<file path="config.mk">
export PLATFORM = sky130hd
export DESIGN_NAME = irq_status_aggregator
export DESIGN_NICKNAME = d
export VERILOG_FILES = /design/src/logic/irq_pkg.sv /design/src/logic/irq_status_aggregator.sv /design/src/logic/sticky_flag_bank.sv
export VERILOG_INCLUDE_DIRS = /design/src /design/src/logic
export SDC_FILE = /design/constraint.sdc
export NUM_CORES = 1
export LEC_CHECK = 0
export BUFFER_PORTS_ARGS = -buffer_cell sky130_fd_sc_hd__buf_4
export CORE_ASPECT_RATIO = 1.2
export CORE_UTILIZATION = 34
export CTS_BUF_LIST = sky130_fd_sc_hd__clkbuf_16
export CTS_CLUSTER_DIAMETER = 150
export DETAILED_ROUTE_END_ITERATION = 8
export HOLD_SLACK_MARGIN = 0.05
export PLACE_DENSITY = 0.82
export SYNTH_ARGS = -nofsm -noshare
export SYNTH_HDL_FRONTEND = slang
export SYNTH_SLANG_ARGS = --single-unit
</file>
<file path="constraint.sdc">
create_clock -name clock_in -period 2.05 [get_ports clock_in]
set_clock_uncertainty 0.05 [all_clocks]
set_input_delay 0.3075 -clock clock_in [delete_from_list [all_inputs] [get_ports clock_in]]
set_output_delay 0.3075 -clock clock_in [all_outputs]
set_load 0.02 [all_outputs]
</file>
<file path="src/logic/irq_params.svh">
// constants of the common interrupt status logic: offsets, bit positions, reset values
// assumes inclusion by bare name from the package and the design modules
`ifndef IRQ_PARAMS_SVH
`define IRQ_PARAMS_SVH

`define STATUS_OFS_INDIRECT 16'h0002
`define STATUS_OFS_DIRECT 16'h8002
`define STATUS_RESET 16'h0000
`define ENABLE_BITS_RESET 16'h0000
`define BIT_ADDRESS_CONFLICT 15
`define BIT_PORT_UNREACHABLE 14
`define BIT_SESSION_TERMINATED 13
`define BIT_FRAGMENT_SIZE 12
`define UPPER_EVENT_LSB 12
`define UPPER_EVENT_COUNT 4
`define SOCKET_COUNT 8
`define UPPER_BYTE_LSB 8
`define READ_DATA_RESET 16'h0000
`define INTERRUPT_N_RESET 1'b1

`endif

</file>
<file path="src/logic/irq_pkg.sv">
// types shared by the interrupt status logic and the host model
// assumes irq_params.svh is on the include path
`include "irq_params.svh"

package irq_pkg;

    // one parallel host bus access; byte enables select lanes on an 8-bit host bus
    typedef struct packed {
        logic wr;
        logic rd;
        logic [15:0] addr;
        logic [15:0] data;
        logic be_hi;
        logic be_lo;
    } host_req_t;

    // one-cycle event strobes from the packet logic
    typedef struct packed {
        logic arp_request;
        logic [31:0] arp_sender_ip;
        logic icmp_port_unreachable;
        logic session_closed;
        logic icmp_fragment_needed;
    } net_events_t;

endpackage

</file>
<file path="src/logic/irq_status_aggregator.sv">
// common interrupt status register with active-low interrupt line to the host
// assumes the host reaches it directly or through the indirect address window,
// and that the socket logic reports which socket event registers hold a nonzero value
`timescale 1ns/10ps
`default_nettype none
// guarded, so the package pulling it in as well does no harm
`include "irq_params.svh"

module irq_status_aggregator #(
    parameter int SOCKETS = `SOCKET_COUNT
) (
    input wire logic clock_in, // device clock, 50 MHz
    input wire logic rst_in, // synchronous reset, active high
    input wire logic indirect_mode_in, // 1: indirect address mode
    input wire logic pppoe_mode_in, // 1: PPPoE mode enabled
    input wire logic [31:0] own_ip_in, // device source IP address
    input wire logic [15:0] interrupt_enable_bits_in, // mask, one bit per status bit
    input wire logic [SOCKETS-1:0] socket_event_register_nonzero_in, // per-socket register holds a set bit
    input wire irq_pkg::net_events_t events_in, // event strobes
    input wire irq_pkg::host_req_t host_req_in, // host register access
    output logic [15:0] read_data_out, // read data, valid with ack
    output logic ack_out, // one-cycle pulse after a status access
    output logic [15:0] interrupt_status_out, // status register copy
    output logic interrupt_n_out // interrupt to host, active low
);

    generate
        if (SOCKETS != `SOCKET_COUNT) begin : g_bad_sockets
            $error("irq_status_aggregator: SOCKETS must be 8 to fill the lower byte");
        end
    endgenerate

    localparam int ULSB = `UPPER_EVENT_LSB;
    localparam int UCNT = `UPPER_EVENT_COUNT;

    function automatic logic addr_hit(input logic [15:0] addr, input logic [15:0] ofs);
        // bit 0 picks a byte lane on 8-bit hosts, so it is ignored here
        return addr[15:1] == ofs[15:1];
    endfunction

    logic [UCNT-1:0] upper_flags;
    logic [UCNT-1:0] upper_set;
    logic [UCNT-1:0] upper_clear;
    logic [SOCKETS-1:0] socket_reg;
    logic [SOCKETS-1:0] socket_next;
    logic [15:0] status;
    // kept in its active-low sense so the pin comes straight from a flop
    logic int_n_reg;
    logic int_active_next;
    logic [15:0] read_data_reg;
    logic ack_reg;
    logic status_hit;
    logic status_write;
    logic status_read;
    logic conflict_event;

    assign status_hit = indirect_mode_in ? addr_hit(host_req_in.addr, `STATUS_OFS_INDIRECT)
                                         : addr_hit(host_req_in.addr, `STATUS_OFS_DIRECT);
    // a write that enables neither byte lane is no access at all
    assign status_write = status_hit & host_req_in.wr & (host_req_in.be_hi | host_req_in.be_lo);
    assign status_read = status_hit & host_req_in.rd;

    assign conflict_event = events_in.arp_request & (events_in.arp_sender_ip == own_ip_in);
    assign upper_set[`BIT_ADDRESS_CONFLICT-ULSB] = conflict_event;
    assign upper_set[`BIT_PORT_UNREACHABLE-ULSB] = events_in.icmp_port_unreachable;
    assign upper_set[`BIT_SESSION_TERMINATED-ULSB] = events_in.session_closed & pppoe_mode_in;
    assign upper_set[`BIT_FRAGMENT_SIZE-ULSB] = events_in.icmp_fragment_needed;

    // only the upper lane carries write-one-to-clear; lower-byte data is ignored
    assign upper_clear = (status_write & host_req_in.be_hi) ? host_req_in.data[15:ULSB] : '0;

    sticky_flag_bank #(
        .WIDTH(UCNT)
    ) u_upper_flags (
        .clock_in(clock_in),
        .rst_in(rst_in),
        .set_in(upper_set),
        .clear_in(upper_clear),
        .flags_out(upper_flags)
    );

    // the summary follows the socket register, host writes cannot touch it
    assign socket_next = socket_event_register_nonzero_in;

    // reserved bits are constant zero, so they can neither read back nor interrupt
    assign status = {upper_flags, 4'h0, socket_reg};

    // once low the line waits for every status bit, not only the enabled ones
    assign int_active_next = (|(status & interrupt_enable_bits_in)) | (~int_n_reg & (|status));

    always_ff @(posedge clock_in) begin
        if (rst_in) begin
            socket_reg <= '0;
            int_n_reg <= `INTERRUPT_N_RESET;
            read_data_reg <= `READ_DATA_RESET;
            ack_reg <= 1'b0;
        end else begin
            socket_reg <= socket_next;
            int_n_reg <= ~int_active_next;
            ack_reg <= status_read | status_write;
            if (status_read) begin
                read_data_reg <= status;
            end
        end
    end

    assign read_data_out = read_data_reg;
    assign ack_out = ack_reg;
    assign interrupt_status_out = status;
    assign interrupt_n_out = int_n_reg;
endmodule

`default_nettype wire

</file>
<file path="src/logic/sticky_flag_bank.sv">
// bank of sticky flags: set by hardware strobes, cleared by write-one from the host
// assumes one clock and a synchronous active-high reset
`timescale 1ns/10ps
`default_nettype none
`include "irq_params.svh"

module sticky_flag_bank #(
    parameter int WIDTH = `UPPER_EVENT_COUNT
) (
    input wire logic clock_in, // device clock
    input wire logic rst_in, // synchronous reset, active high
    input wire logic [WIDTH-1:0] set_in, // event strobes
    input wire logic [WIDTH-1:0] clear_in, // write-one-to-clear strobes
    output logic [WIDTH-1:0] flags_out // sticky flags
);

    generate
        if (WIDTH < 1) begin : g_bad_width
            $error("sticky_flag_bank: WIDTH must be at least 1");
        end
    endgenerate

    logic [WIDTH-1:0] flags_reg;
    logic [WIDTH-1:0] flags_next;

    // a set in the clearing cycle survives, writing zero changes nothing
    assign flags_next = set_in | (flags_reg & ~clear_in);
    assign flags_out = flags_reg;

    always_ff @(posedge clock_in) begin
        if (rst_in) begin
            flags_reg <= '0;
        end else begin
            flags_reg <= flags_next;
        end
    end
endmodule

`default_nettype wire

</file>
# --- Yosys cells after proc, flatten, opt, wreduce, memory -nomap -nowiden ---
# Index checks and enable logic that the tools add are counted.
classes:
  n_eq_ne: 3
  muxes: 2
  bitwise_logic: 16
  n_reduce_logical: 2
ops:
  columns: ["op", "count"]
  rows:
  - ["equality test 32 bit", 1]
  - ["AND 16 bit", 1]
  - ["OR reduction 16 bit", 1]
  - ["equality test 15 x 1 -> 1 bit, second input constant", 1]
  - ["equality test 15 bit, second input constant", 1]
  - ["OR reduction 12 bit", 1]
  - ["AND 1 bit", 7]
  - ["AND 4 bit", 1]
  - ["two-way mux 4 bit", 1]
  - ["NOT 4 bit", 1]
  - ["bitwise OR 4 bit", 1]
  - ["bitwise OR 1 bit", 3]
  - ["NOT 1 bit", 2]
  - ["two-way mux 1 bit", 1]
word_totals:
  reg_bits: 26
  in_bits: 132
  output_inout_bits: 34
  word_cells: 28

# --- Logic depth before layout (Yosys ltp) ---
logic_depth:
  word_depth: 9
  depth_mapped: 6
  mapped_depth_nobuf: 5

# --- Hierarchy ---
# Synthesis repeated with hierarchy kept, for this count alone.
unflattened:
  cells_unflattened: 174
  hier_area_um2: 1610.3
modules_own_cells:
  columns: ["module", "n_inst", "cells_each", "area_each_um2", "seq_area_each_um2"]
  rows:
  - ["irq_status_aggregator", 1, 158, 1470.2, 440.4]
  - ["sticky_flag_bank", 1, 16, 140.1, 80.1]

# --- Worst setup path after synthesis ---
# Ideal clock, no wire load.
synth_path:
  path_type: "in2reg"
  start: "input host_req_in[24] in the netlist's numbering"
  end: "register read_data_reg[0] (netlist: read_data_out[0])"
  setup_time_ps: 128
  arrival_ps: 1452
  required_ps: 1872
  setup_slack_ps: 421
  stages: 6
  n_path_buf: 1
  cell_sequence: "or4_4 -> nor2_4 -> nand4_4 -> buf_6 -> mux2i_1 -> nor2_1"
synth_via:
  elab_chain_len: 3
  elab_cells_between_ends: 4
  cone_classes: "2 x eq/ne; 1 x mux; 1 x bitwise"
synth_rtl:
  columns: ["element", "line", "text"]
  rows:
  - ["start, declared", "irq_status_aggregator.sv:20", "input wire irq_pkg::host_req_t host_req_in,"]
  - ["equality test 15 bit / equality test 15 x 1 -> 1 bit (equally long branches)", "irq_status_aggregator.sv:38", "return addr[15:1] == ofs[15:1];"]
  - ["two-way mux 1 bit *", "irq_status_aggregator.sv:57", "assign status_hit = indirect_mode_in ? addr_hit(host_req_in.addr, `STATUS_OFS_INDIRECT)"]
  - ["AND 1 bit *", "irq_status_aggregator.sv:61", "assign status_read = status_hit & host_req_in.rd;"]
  - ["end signal, assigned", "irq_status_aggregator.sv:95", "read_data_reg <= `READ_DATA_RESET;"]
  - ["end signal, assigned", "irq_status_aggregator.sv:102", "read_data_reg <= status;"]
  - ["end, declared", "irq_status_aggregator.sv:50", "logic [15:0] read_data_reg;"]
# Every way passes the cells marked *; elsewhere a longest branch is shown, timed or not.
# A chain may end at the register's enable or synchronous reset.

# --- Worst setup path in the final report ---
layout_path:
  start: "input host_req_in[24] in the netlist's numbering"
  end: "register read_data_reg[3] (netlist: read_data_out[3])"
# The elaborated chain is that of the path after synthesis.

==> impl_metrics.tcl <==
set metrics [dict create \
    path_delay_family "simple AND/OR/NAND/NOR gates" \
    path_cells "buf_4 -> or4_4 -> nor2_4 -> nand4_4 -> mux2i_1 -> nor2_1" \
    gp_congestion 0.760 \
    max_clock_freq_mhz 616 \
    yosys_warnings 0 \
    port_buffers 140 \
    setup_viol_count_final 0 \
    die_width_um 61.9 \
    timing.final.hold_violations 0 \
    synth_edf_count 0 \
    dp_hpwl_um 3820 \
    combinationalPowerShare 0.237 \
    cts_buffers 3 \
    critical_path_buf_inv_count 1 \
    dieArea_sq_mm 0.00457 \
    core_area_sq_mm 0.00404 \
    synth.avg_cell_area_sq_um 9.50 \
    crit_cells 6 \
    slowest_stage "or4_4" \
    p_int_mw 1.12 \
    worstHoldPathType "primary input to register" \
    drc_errors 0 \
    synth_top_area_frac 0.356 \
    synth_top_cell_by_area "dfxtp_1" \
    drtIter0Drc 26 \
    grt_usage 0.181 \
    start_util 0.362 \
    cts-root-buf "clkbuf_16" \
    largest_reg_flops 12 \
    drv_cap 0 \
    clock_latency_ns 0.26 \
    drive_above_1_share 0.505 \
    powerDensity_mw_per_mm2 541 \
    antenna_cells 0 \
    pwr-share-clk 0.385 \
    synthTopCellsByCount "dfxtp_1, xnor2_1, nor2_1" \
    path_clk_slew_ns 0.07 \
    postRouteWirelength_um 4350 \
    swShare 0.210 \
    clockBufferDepth 2 \
    dp.cells 343 \
    rows 25 \
    fp.dieH_um 73.9 \
    grt_pass1_wl_um 6150 \
    rsz0062_at_grt "false" \
    holdBufCountCts 0 \
    syn_area_sq_mm 0.00146 \
    critPathMaxStageDelay_ns 0.54 \
    power_switching_uw 299 \
    crit_path_end_kind "register" \
    place_area_sq_mm 0.00252 \
    fin_crit_sh 0.791 \
    via_per_inst 4.60 \
    grt_pass1_vias 1464 \
    async_reset_ff_frac 0 \
    worstPathMaxFanout 12 \
    ant_nets 0 \
    detail_route.wl_per_cell_um 12.5 \
    gr-total-overflow 0 \
    htree_levels 1 \
    reg2reg_depth 3 \
    synthCells 154 \
    ys.flop_type "dfxtp_1" \
    cts_tree "done" \
    maxSlewViolCount 0 \
    p_leak_nw 1.31 \
    start_kind "primary input" \
    crit_type "primary input to register" \
    ys_ff_latch 26 \
    irDropWorstVdd_mv 0.406 \
    critPathRequiredTime_ns 2.13 \
    num_io_pins 166 \
    min_path_cells 2 \
    antenna_found_initial 0 \
    fin_setup_tns_ns 0 \
    post_cts_buffers 0 \
    design_area_sq_mm 0.00263 \
    grt_max_degree 28 \
    seqPwrFrac 0.378 \
    cp.arrival_ns 1.70 \
    dr_total_vias 1596 \
    area_growth_pct 79.8 \
    synth_cell_types 29 \
    cts_resized 0 \
    outcome "completed" \
    synth_seq_area_share 0.356 \
    synth.most_common_cell "dfxtp_1" \
    instances_no_fill 347 \
    drt_first_pass_iters 4 \
    nNetsFinal 426 \
    fin_crit_ns 1.62 \
    synthTopCellsByArea "dfxtp_1, xnor2_1, mux2i_1" \
    clock_sinks 26 \
]
[power by group through the flow]
stage	Clock [mW]	Sequential (mW)	Combinational [mW]
final	0.548	0.537	0.337
after CTS	0.556	0.538	0.340
after detailed placement	0	0.549	0.338
after global routing	0.581	0.539	0.366
after global placement	0	0.549	0.333
after floorplan	0	0.561	0.122
[cell type report]
type,count,area (sq um)
fill,344,1410
timing repair buffer,140,1050
multi-input combinational,121,878
sequential,26,520
clock buffer,3,75.1
tap,54,67.6
clock inverter,1,30.0
inverter,2,7.51
[metrics by stage]
step | utilization | setup slack, ns | hold WS, ns | total power, mW
2_1_floorplan | - | 0.421 | 0.366 | 0.682
3_3_place_gp | 0.626 | 0.178 | 0.427 | 0.882
3_5_place_dp | 0.626 | 0.151 | 0.436 | 0.888
4_1_cts | 0.652 | 0.411 | 0.189 | 1.43
5_1_grt | 0.652 | 0.318 | 0.189 | 1.49
6_report | 0.652 | 0.428 | 0.190 | 1.42
[final timing paths]
kind / startpoint / to / slack (ns)
worst min-delay path: host_req_in[14] / u_upper_flags.flags_out[0] / 0.19
worst max-delay path: host_req_in[24] / read_data_out[3] / 0.43
worst max register to register: u_upper_flags.flags_out[1] / interrupt_n_out / 0.92
worst min register to register: read_data_out[1] / read_data_out[1] / 0.44
[routing by layer]
layer,global-route usage,part of all wire,vias up
li1,-,-,804
met2,0.331,0.53,91
met4,0.0568,0.013,0
met3,0.0546,0.10,6
met5,0,0,-
met1,0.192,0.36,695
[logic make-up (layout without fill, tap and decap cells)]
| logic type | count (synthesis) | count (layout) | synth area share |
|---|---|---|---|
| other | 1 | 8 | 0.00256 |
| AND/OR/NAND/NOR | 53 | 53 | 0.218 |
| XOR/XNOR | 33 | 33 | 0.198 |
| flip-flops | 26 | 26 | 0.356 |
| buffers and inverters | 14 | 146 | 0.0616 |
| AO/OA/AOI/OAI | 15 | 15 | 0.0821 |
| multiplexers | 12 | 12 | 0.0821 |
[cell usage in the layout, fill, tap and decap left out, drive strengths merged]
master | synthesis | layout
a21oi | 1 | 1
a221oi | 3 | 3
a22o | 3 | 3
a311oi | 3 | 3
a31o | 1 | 1
a41o | 1 | 1
and2 | 1 | 1
buf | 9 | 140
bufinv | 0 | 1
clkbuf | 3 | 3
conb | 1 | 8
dfxtp | 26 | 26
inv | 2 | 2
mux2i | 12 | 12
nand2 | 3 | 3
nand3 | 2 | 2
nand4 | 7 | 7
nand4b | 1 | 1
nor2 | 18 | 18
nor2b | 10 | 10
nor4 | 6 | 6
nor4b | 3 | 3
o21a | 1 | 1
o21ai | 2 | 2
or4 | 2 | 2
xnor2 | 23 | 23
xor2 | 10 | 10
Note: power is estimated with default switching activity, not from simulation.
